## config.mk

```make
export PLATFORM = sky130hd
export DESIGN_NAME = rca_channel_regs
export DESIGN_NICKNAME = d
export VERILOG_FILES = /design/src/rca_pkg.sv /design/src/rca_channel_regs.sv
export VERILOG_INCLUDE_DIRS = /design/src
export SDC_FILE = /design/constraint.sdc
export NUM_CORES = 1
export LEC_CHECK = 0
export ABC_AREA = 1
export BUFFER_PORTS_ARGS = -buffer_cell sky130_fd_sc_hd__buf_2
export CORE_AREA = 2 2 93 95
export DETAILED_ROUTE_END_ITERATION = 6
export DIE_AREA = 0 0 95 97
export PLACE_DENSITY = 0.88
export SLEW_MARGIN = 20
export SYNTH_ARGS = -nofsm -noshare
export SYNTH_HDL_FRONTEND = slang
export SYNTH_SLANG_ARGS = --single-unit
```

## constraint.sdc

```tcl
create_clock -name core_clk -period 1.8 [get_ports core_clk]
set_input_delay 0.54 -clock core_clk [delete_from_list [all_inputs] [get_ports core_clk]]
set_output_delay 0.54 -clock core_clk [all_outputs]
set_load 0.03 [all_outputs]
```

## src/rca_map.svh

```systemverilog
// Register offsets, field positions and reset values for channel access
`ifndef RCA_MAP_SVH
`define RCA_MAP_SVH

`define RCA_NUM_CH        4
`define RCA_SEL_ADDR      8'hFF
`define RCA_CH_RST_ADDR   8'h00
`define RCA_CH_EVT_ADDR   8'h01

`define RCA_SEL_RESET     8'h00
`define RCA_CH_RST_RESET  8'h00
`define RCA_CH_EVT_RESET  8'h00
`define RCA_SEL_INVALID   8'hFF
`define RCA_ZERO_BYTE     8'h00

`define RCA_SEL_IDX_HI    1
`define RCA_SEL_IDX_LO    0
`define RCA_SEL_EN_BIT    2
`define RCA_SEL_BCAST_BIT 3

`define RCA_RST_CORE_BIT  3
`define RCA_RST_REGS_BIT  2
`define RCA_RST_REF_BIT   1
`define RCA_DIVIDED_OSCILLATOR_DOMAIN_RESET_BIT   0

`define RCA_EVT_LOCK_BIT  4
`define RCA_EVT_SIG_BIT   0
`define RCA_EVT_RSV_HI    7
`define RCA_EVT_RSV_LO    5

`endif

```

## src/rca_pkg.sv

```systemverilog
// Shared types for the channel register access block
package rca_pkg;
  typedef logic [7:0] rca_byte_t;
  typedef logic [1:0] rca_lane_t;
  typedef logic [3:0] rca_lanes_t;
endpackage : rca_pkg

```

## src/rca_channel_regs.sv

```systemverilog
// Per-lane reset controls and loss flags behind the lane select register
//
// Summary of operation
// - Four lanes each own an identical reset and event register pair.
// - Select register steers all later accesses other than FF until rewritten.
// - Address FF always hits only the select register.
// - Register 0 bit 3 holds the lane core state machine reset.
// - Register 0 bit 2 restores every lane register field to default.
// - Register 0 bit 1 holds the lane reference domain in reset.
// - Register 0 bit 0 holds the divided oscillator domain in reset.
// - Register 1 bit 4 flags lock lost after lock; read clears it.
// - Register 1 bit 0 flags signal lost after detection; read only.
// - Lane registers reachable only with select bit 2 set, else shared.
// - Select bit 3 broadcasts lane writes; reads use lane in bits 1:0.
`timescale 1ns/10ps
`include "rca_map.svh"

module rca_channel_regs (
  input  wire logic               core_clk,
  input  wire logic               rst,
  input  wire logic [7:0]         acc_addr,
  input  wire logic               acc_wr,
  input  wire logic               acc_rd,
  input  wire logic [7:0]         acc_wdata,
  input  wire logic [7:0]         shared_rdata,
  input  wire logic [3:0]         cdr_lock,
  input  wire logic [3:0]         sig_detect,
  output logic [7:0]              acc_rdata_r,
  output logic                    acc_rvalid_r,
  output logic                    shared_wr_r,
  output logic                    shared_rd_r,
  output logic [7:0]              shared_addr_r,
  output logic [7:0]              shared_wdata_r,
  output logic [3:0]              core_reset_r,
  output logic [3:0]              reference_domain_reset_r,
  output logic [3:0]              divided_oscillator_domain_reset_r,
  output logic [3:0]              lock_lost_r,
  output logic [3:0]              signal_lost_flag_r
);

  // Lane access only with enable bit set; FF is never a lane register
  function automatic logic lane_access(input rca_pkg::rca_byte_t sel,
                                       input rca_pkg::rca_byte_t addr);
    lane_access = sel[`RCA_SEL_EN_BIT] && (addr != `RCA_SEL_ADDR);
  endfunction : lane_access

  // Reads never broadcast: only the indexed lane answers
  function automatic logic lane_read_hit(input rca_pkg::rca_byte_t sel,
                                         input rca_pkg::rca_lane_t lane);
    lane_read_hit = (sel[`RCA_SEL_IDX_HI:`RCA_SEL_IDX_LO] == lane);
  endfunction : lane_read_hit

  function automatic logic lane_write_hit(input rca_pkg::rca_byte_t sel,
                                          input rca_pkg::rca_lane_t lane);
    lane_write_hit = sel[`RCA_SEL_BCAST_BIT] ||
      lane_read_hit(sel, lane);
  endfunction : lane_write_hit

  // Select register
  rca_pkg::rca_byte_t sel_r;
  rca_pkg::rca_byte_t sel_nxt;

  // Pin synchronisers; first stage feeds only the second
  rca_pkg::rca_lanes_t lock_s1_r;
  rca_pkg::rca_lanes_t lock_s2_r;
  rca_pkg::rca_lanes_t lock_d_r;
  rca_pkg::rca_lanes_t sig_s1_r;
  rca_pkg::rca_lanes_t sig_s2_r;
  rca_pkg::rca_lanes_t sig_d_r;
  rca_pkg::rca_lanes_t lock_s1_nxt;
  rca_pkg::rca_lanes_t lock_s2_nxt;
  rca_pkg::rca_lanes_t lock_d_nxt;
  rca_pkg::rca_lanes_t sig_s1_nxt;
  rca_pkg::rca_lanes_t sig_s2_nxt;
  rca_pkg::rca_lanes_t sig_d_nxt;

  // Registered lane outputs, one group for all lanes
  rca_pkg::rca_lanes_t core_rst_nxt;
  rca_pkg::rca_lanes_t ref_rst_nxt;
  rca_pkg::rca_lanes_t vco_rst_nxt;
  rca_pkg::rca_lanes_t lock_lost_nxt;
  rca_pkg::rca_lanes_t sig_lost_nxt;

  // Per-lane storage
  rca_pkg::rca_byte_t rst_reg_r [`RCA_NUM_CH];
  rca_pkg::rca_byte_t rst_reg_nxt [`RCA_NUM_CH];
  rca_pkg::rca_byte_t evt_reg_r [`RCA_NUM_CH];
  rca_pkg::rca_byte_t evt_reg_nxt [`RCA_NUM_CH];

  // Bus answer group
  rca_pkg::rca_byte_t rdata_nxt;
  logic               rvalid_nxt;
  logic               sh_wr_nxt;
  logic               sh_rd_nxt;
  rca_pkg::rca_byte_t sh_addr_nxt;
  rca_pkg::rca_byte_t sh_wdata_nxt;
  rca_pkg::rca_lane_t rd_lane;

  // Pins are asynchronous; two stages before any decode
  always_comb begin
    lock_s1_nxt = cdr_lock;
    lock_s2_nxt = lock_s1_r;
    lock_d_nxt  = lock_s2_r;
    sig_s1_nxt  = sig_detect;
    sig_s2_nxt  = sig_s1_r;
    sig_d_nxt   = sig_s2_r;
  end

  // Edge stage resets low so no false fall follows reset
  always_ff @(posedge core_clk) begin
    if (rst) begin
      lock_s1_r <= 4'h0;
      lock_s2_r <= 4'h0;
      lock_d_r  <= 4'h0;
      sig_s1_r  <= 4'h0;
      sig_s2_r  <= 4'h0;
      sig_d_r   <= 4'h0;
    end else begin
      lock_s1_r <= lock_s1_nxt;
      lock_s2_r <= lock_s2_nxt;
      lock_d_r  <= lock_d_nxt;
      sig_s1_r  <= sig_s1_nxt;
      sig_s2_r  <= sig_s2_nxt;
      sig_d_r   <= sig_d_nxt;
    end
  end

  always_comb begin
    sel_nxt = sel_r;
    // Selection changes only on a write to FF
    // FF decodes to the select register alone
    if (acc_wr && (acc_addr == `RCA_SEL_ADDR)) begin
      sel_nxt = acc_wdata;
    end
  end

  always_ff @(posedge core_clk) begin
    if (rst) begin
      sel_r <= `RCA_SEL_RESET;
    end else begin
      sel_r <= sel_nxt;
    end
  end

  // One identical register pair per lane
  genvar gi;
  generate
    for (gi = 0; gi < `RCA_NUM_CH; gi = gi + 1) begin : g_lane
      localparam rca_pkg::rca_lane_t LANE = 2'(gi);
      logic wr_hit;
      logic rd_hit;
      logic lock_fall;
      logic sig_fall;

      always_comb begin
        // Broadcast widens writes, reads stay on one lane
        wr_hit = acc_wr && lane_access(sel_r, acc_addr) &&
                 lane_write_hit(sel_r, LANE);
        rd_hit = acc_rd && lane_access(sel_r, acc_addr) &&
                 lane_read_hit(sel_r, LANE);
        lock_fall = lock_d_r[gi] && !lock_s2_r[gi];
        sig_fall  = sig_d_r[gi] && !sig_s2_r[gi];
        rst_reg_nxt[gi] = rst_reg_r[gi];
        evt_reg_nxt[gi] = evt_reg_r[gi];
        // Reset bits other than bit 2 stay until written back to zero
        if (wr_hit && (acc_addr == `RCA_CH_RST_ADDR)) begin
          rst_reg_nxt[gi] = acc_wdata;
        end

        // Reserved bits stored as written; flag bits host read only
        if (wr_hit && (acc_addr == `RCA_CH_EVT_ADDR)) begin
          evt_reg_nxt[gi][`RCA_EVT_RSV_HI:`RCA_EVT_RSV_LO] =
            acc_wdata[`RCA_EVT_RSV_HI:`RCA_EVT_RSV_LO];
        end
        if (rd_hit && (acc_addr == `RCA_CH_EVT_ADDR)) begin
          evt_reg_nxt[gi][`RCA_EVT_LOCK_BIT] = 1'b0;
        end

        // Set wins over the read clear
        if (lock_fall) begin
          evt_reg_nxt[gi][`RCA_EVT_LOCK_BIT] = 1'b1;
        end
        // Signal lost only after it was detected
        if (sig_fall) begin
          evt_reg_nxt[gi][`RCA_EVT_SIG_BIT] = 1'b1;
        end

        // Self-clearing, so the lane leaves register reset by itself
        // Register reset restores defaults, itself included
        if (rst_reg_r[gi][`RCA_RST_REGS_BIT]) begin
          rst_reg_nxt[gi] = `RCA_CH_RST_RESET;
          evt_reg_nxt[gi] = `RCA_CH_EVT_RESET;
        end
      end

      always_ff @(posedge core_clk) begin
        if (rst) begin
          rst_reg_r[gi] <= `RCA_CH_RST_RESET;
          evt_reg_r[gi] <= `RCA_CH_EVT_RESET;
        end else begin
          rst_reg_r[gi] <= rst_reg_nxt[gi];
          evt_reg_r[gi] <= evt_reg_nxt[gi];
        end
      end
    end
  endgenerate

  // Outputs follow the register value from the write edge on
  always_comb begin
    core_rst_nxt  = 4'h0;
    ref_rst_nxt   = 4'h0;
    vco_rst_nxt   = 4'h0;
    lock_lost_nxt = 4'h0;
    sig_lost_nxt  = 4'h0;
    for (int li = 0; li < `RCA_NUM_CH; li++) begin
      core_rst_nxt[li]  = rst_reg_nxt[li][`RCA_RST_CORE_BIT];
      ref_rst_nxt[li]   = rst_reg_nxt[li][`RCA_RST_REF_BIT];
      vco_rst_nxt[li]   = rst_reg_nxt[li][`RCA_DIVIDED_OSCILLATOR_DOMAIN_RESET_BIT];
      lock_lost_nxt[li] = evt_reg_nxt[li][`RCA_EVT_LOCK_BIT];
      sig_lost_nxt[li]  = evt_reg_nxt[li][`RCA_EVT_SIG_BIT];
    end
  end

  // All lane reset and flag outputs come straight from these flops
  always_ff @(posedge core_clk) begin
    if (rst) begin
      core_reset_r                      <= 4'h0;
      reference_domain_reset_r          <= 4'h0;
      divided_oscillator_domain_reset_r <= 4'h0;
      lock_lost_r                       <= 4'h0;
      signal_lost_flag_r                <= 4'h0;
    end else begin
      core_reset_r                      <= core_rst_nxt;
      reference_domain_reset_r          <= ref_rst_nxt;
      divided_oscillator_domain_reset_r <= vco_rst_nxt;
      lock_lost_r                       <= lock_lost_nxt;
      signal_lost_flag_r                <= sig_lost_nxt;
    end
  end

  assign rd_lane = sel_r[`RCA_SEL_IDX_HI:`RCA_SEL_IDX_LO];

  always_comb begin
    rdata_nxt    = `RCA_ZERO_BYTE;
    rvalid_nxt   = acc_rd;
    sh_wr_nxt    = 1'b0;
    sh_rd_nxt    = 1'b0;
    sh_addr_nxt  = acc_addr;
    sh_wdata_nxt = acc_wdata;
    if (acc_addr == `RCA_SEL_ADDR) begin
      // Select readback is deliberately invalid
      // Upper nibble stored as written; host must keep it zero
      rdata_nxt = `RCA_SEL_INVALID;
    end else if (lane_access(sel_r, acc_addr)) begin
      case (acc_addr)
        `RCA_CH_RST_ADDR: rdata_nxt = rst_reg_r[rd_lane];
        `RCA_CH_EVT_ADDR: rdata_nxt = evt_reg_r[rd_lane];
        default:          rdata_nxt = `RCA_ZERO_BYTE;
      endcase
    end else begin
      // Enable clear: access goes to the shared set
      // Shared set must answer combinationally in the read cycle
      sh_wr_nxt = acc_wr;
      sh_rd_nxt = acc_rd;
      rdata_nxt = shared_rdata;
    end
  end

  always_ff @(posedge core_clk) begin
    if (rst) begin
      acc_rdata_r    <= `RCA_ZERO_BYTE;
      acc_rvalid_r   <= 1'b0;
      shared_wr_r    <= 1'b0;
      shared_rd_r    <= 1'b0;
      shared_addr_r  <= `RCA_ZERO_BYTE;
      shared_wdata_r <= `RCA_ZERO_BYTE;
    end else begin
      acc_rdata_r    <= rdata_nxt;
      acc_rvalid_r   <= rvalid_nxt;
      shared_wr_r    <= sh_wr_nxt;
      shared_rd_r    <= sh_rd_nxt;
      shared_addr_r  <= sh_addr_nxt;
      shared_wdata_r <= sh_wdata_nxt;
    end
  end

endmodule : rca_channel_regs

```

# Word level (Yosys, flattened, before mapping)
# Memories as Yosys holds them, arrays and structs flattened. A register that Yosys moved wholly into a read port is not among the register bits.
# Index checks and enable logic that the tools add are counted.
dict set report classes {
  n_eq_ne 6
  mux 46
  n_reduce_logical 47
  bitwise 8
}
# operator n
set op_table {}
lappend op_table {{$mux W8} 22}
lappend op_table {{$logic_and A1 B1 Y1} 32}
lappend op_table {{$pmux W8 S2} 1}
lappend op_table {{$mux W1} 15}
lappend op_table {{$mux W3} 4}
lappend op_table {{$eq A8 B1 Y1 const B} 1}
lappend op_table {{$eq A8 B8 Y1 const B} 1}
lappend op_table {{$logic_not A1 Y1} 8}
lappend op_table {{$logic_not A8 Y1} 1}
lappend op_table {{$mux W2} 4}
lappend op_table {{$ne A8 B8 Y1 const B} 1}
lappend op_table {{$or A1 B1 Y1} 8}
lappend op_table {{$eq A2 B2 Y1 const B} 2}
lappend op_table {{$logic_or A1 B1 Y1} 4}
lappend op_table {{$reduce_or A3 Y1} 1}
lappend op_table {{$eq A2 B1 Y1 const B} 1}
lappend op_table {{$logic_not A2 Y1} 1}
dict set report word_totals {
  word_cells 127
  out_inout_bits 47
  n_memories 2
  reg_bits 75
  mem_bits_rw 64
  input_bits 36
}
# name words word_bits read_ports rd_ports_with_merged_regs wr line_no
set mem_list {}
lappend mem_list {evt_reg_r 4 8 5 1 4 rca_channel_regs.sv:87} ;# rca_pkg::rca_byte_t evt_reg_r [`RCA_NUM_CH];
lappend mem_list {rst_reg_r 4 8 5 1 4 rca_channel_regs.sv:85} ;# rca_pkg::rca_byte_t rst_reg_r [`RCA_NUM_CH];

# Logic depth before layout (Yosys ltp)
dict set report depth {
  ltp_word 9
  ltp_mapped 10
  ltp_nobuf 9
}

# Worst setup path after synthesis
# Ideal clock, no wire load.
dict set report synth_path {
  kind {input -> register}
  start {in acc_addr[5]}
  end {mem rst_reg_r[2][5] (netlist bit)}
  t_arrival_ns 1.548
  setup_ns 0.113
  slack_ns 0.139
  path_buffers 2
  cell_stages 10
  cell_sequence {inv_1 > nand4_2 > nor2_4 > inv_2 > buf_6 > nor2_4 > buf_6 > nand2_1 > nand2_1 > nor2_1}
}
# item line_no
set synth_lines {}
lappend synth_lines {{start, declared} rca_channel_regs.sv:21} ;# input wire logic [7:0] acc_addr,
lappend synth_lines {{end, declared} rca_channel_regs.sv:85}

==> reports/results.ini <==
[setup_path]
path_max_fanout=9
start_kind=primary input
cp_slowest_cell=nand4_1
crit_buf_inv=2
slowest_delay_ns=0.28
critPathRequiredTime_ns=2.06
crit_type=primary input to register
path_delay_family=simple AND/OR/NAND/NOR gates
crit_chain=buf_2 -> nand2_1 -> nor2_1 -> nand2_1 -> nand2_1 -> inv_2 -> nand4_1 -> nor2_1 -> nor2_1
endpoint_kind=register
arrival_ns=1.84

[sta]
worst_pin_slew_ns=0.467
period_share_pct=87.6
skew_ns=0.0158
fin_ws_ns=0.223
period_minus_slack_ns=1.58
maxSlewViolCount=0
relSlewSlack_pct=68.9
rsz0062_at_grt=no
setup_viol=0
fmax_mhz=634
hold_viol_final=0

[synth]
synth_nets=659
ys_ff_latch=109
ys_seq_area_share_pct=49.3
avgSynthCellArea_um2=7.11
yosysUniqueCellTypes=23
syn_inst=623
ys.warnings.count=0
synth_area_um2=4430

[floorplanning]
die_w_um=95
die_y_um=97
start_util_pct=54.5
ios=83
row_count=33
core-area_um2=8130
die_area_um2=9220

[power_and_ir_drop]
irDropWorstVdd_mv=0.683
p_leak_nw=2.43
power.density_nw_per_um2=865

[min_path]
hp-class=primary input to register

[placed_design]
gp_congestion=0.985
portBuffers=82
pre_cts_ws_ns=-0.0949
dp_hpwl_um=7920

[run_status]
status=completed

[grt]
grt_max_degree=34
overflow=0
grt_pass1_vias=3760
grt.total_usage_pct=24.1
antenna_found_initial=0
grt_pass1_wl_um=17300

[route]
viasPerCell=5.10
ant_nets=0
num_vias=4103
drc=0
avgRoutedWirePerCell_um=13.5
drt_iter0_drc=342
drtPass1Iterations=5
wl_um=10800

[clock_network]
cts_tree=yes
post_cts_resized=0
cts_buffers=9
cts_max_level=3
post_cts_buffers=0
clockRootBuffer=clkbuf_8
cts.clk_slew.worst_paths_ns=0.10
clock_latency_ns=0.37
clock_sinks=109
clock_tree.buffer_depth=2
hold_buffers=0

[finish]
postLayoutCoreUtil_pct=62.6
area_delta_synth_final_pct=15.0
nNetsFinal=732
diodes=0
drive_above_1_share_pct=19.0

[job]
cap_violations=0

## metrics by stage
step / power, mW / area, um2 / hold WS [ns] / TNS, ns / std cells
after detailed placement: 2.89 / 4890 / 0.396 / -1.35 / 790
after CTS: 4.43 / 5090 / 0.352 / 0 / 804
after floorplan: 2.76 / 4430 / 0.388 / 0 / 623
after global placement: 2.88 / 4890 / 0.389 / -0.0730 / 790
final: 4.41 / 5090 / 0.362 / 0 / 804
after global routing: 4.59 / 5090 / 0.352 / 0 / 804
## state kept, by name (all words and copies together) (netlist names), 3 cells and up, named ones only
| name | count |
|---|---|
| acc_rdata_r | 8 |
| core_reset_r | 4 |
| divided_oscillator_domain_reset_r | 3 |
| evt_reg_r | 14 |
| lock_d_nxt | 4 |
| lock_d_r | 4 |
| lock_lost_r | 3 |
| lock_s1_r | 4 |
| reference_domain_reset_r | 3 |
| rst_reg_r | 22 |
| sel_r | 4 |
| shared_addr_r | 8 |
| shared_wdata_r | 8 |
| sig_d_nxt | 4 |
| sig_d_r | 4 |
| sig_s1_r | 4 |
| signal_lost_flag_r | 3 |
## final cells by class
type                    instances  area (um2)
flip-flops and latches        109        2180
repair buffers                104         588
multi-input cells             406        1740
fillers                       670        3040
clock buffers                   9         124
inverters                      66         248
well taps                     105         131
clock inverters                 5        85.1
## routing by layer
layer / routed length, um / up-vias / track usage, %
met5: 0 / - / 0
met4: 391 / 0 / 11.3
met3: 1200 / 39 / 7.40
met2: 4990 / 233 / 38.8
met1: 4240 / 1807 / 29.2
li1: - / 2024 / -
## logic make-up (layout without fill, tap and decap cells)
group,after synthesis,in the layout,synth area share (%)
simple gates,346,346,32.0
buf+inv,108,184,11.6
flops,109,109,49.3
compound gates,60,60,7.20
## power by group
group	leakage (nW)	switching (mW)	internal, mW
registers	0.890	0.0161	2.47
logic	1.44	0.243	0.107
clock network	0.102	0.797	0.776
## Yosys cell counts, drive strengths merged
cell type	instances	share of area (%)
o21bai	6	1.0
dfxtp	109	49
clkinv	3	0.25
nand3	24	2.8
buf	32	5.1
nand4	8	1.3
o22ai	3	0.42
o21ai	28	3.2
nor2	174	16
clkbuf	10	0.85
a21oi	23	2.6
inv	63	5.3
nor4	1	0.14
nand2	135	11
nor3	4	0.45
## tightest hold or removal path, delay by kind of cell
kind                   cells  cell delay [ns]
and+or+nand+nor            1             0.06
buffers and inverters      2             0.10
## cell usage in the layout (no fill, tap or decap)
cell type	count
nand3_2	1
inv_2	3
clkbuf_8	9
buf_12	1
o21ai_0	28
dfxtp_1	109
nand3_1	23
inv_6	1
clkinv_4	1
nand4_1	7
bufinv_16	2
o22ai_1	3
inv_1	60
nor2_1	164
nor3_1	4
o21bai_1	6
clkinv_1	3
clkinvlp_4	1
nand4_2	1
nand2_1	135
buf_2	82
nor4_1	1
nor2_4	5
nor2_2	5
a21oi_1	23
buf_4	21
## worst paths after layout
path                     from              end  slack [ns]  cells after the start
setup / recovery  acc_addr[3]  rst_reg_r[1][6]        0.22                      9
hold / removal    cdr_lock[1]     lock_s1_r[1]        0.36                      3
hold reg to reg   sig_s1_r[3]     sig_d_nxt[3]        0.40                      2
setup reg to reg     sel_r[0]  rst_reg_r[0][5]        0.29                      8
No activity file was read; power rests on OpenSTA's default activity.
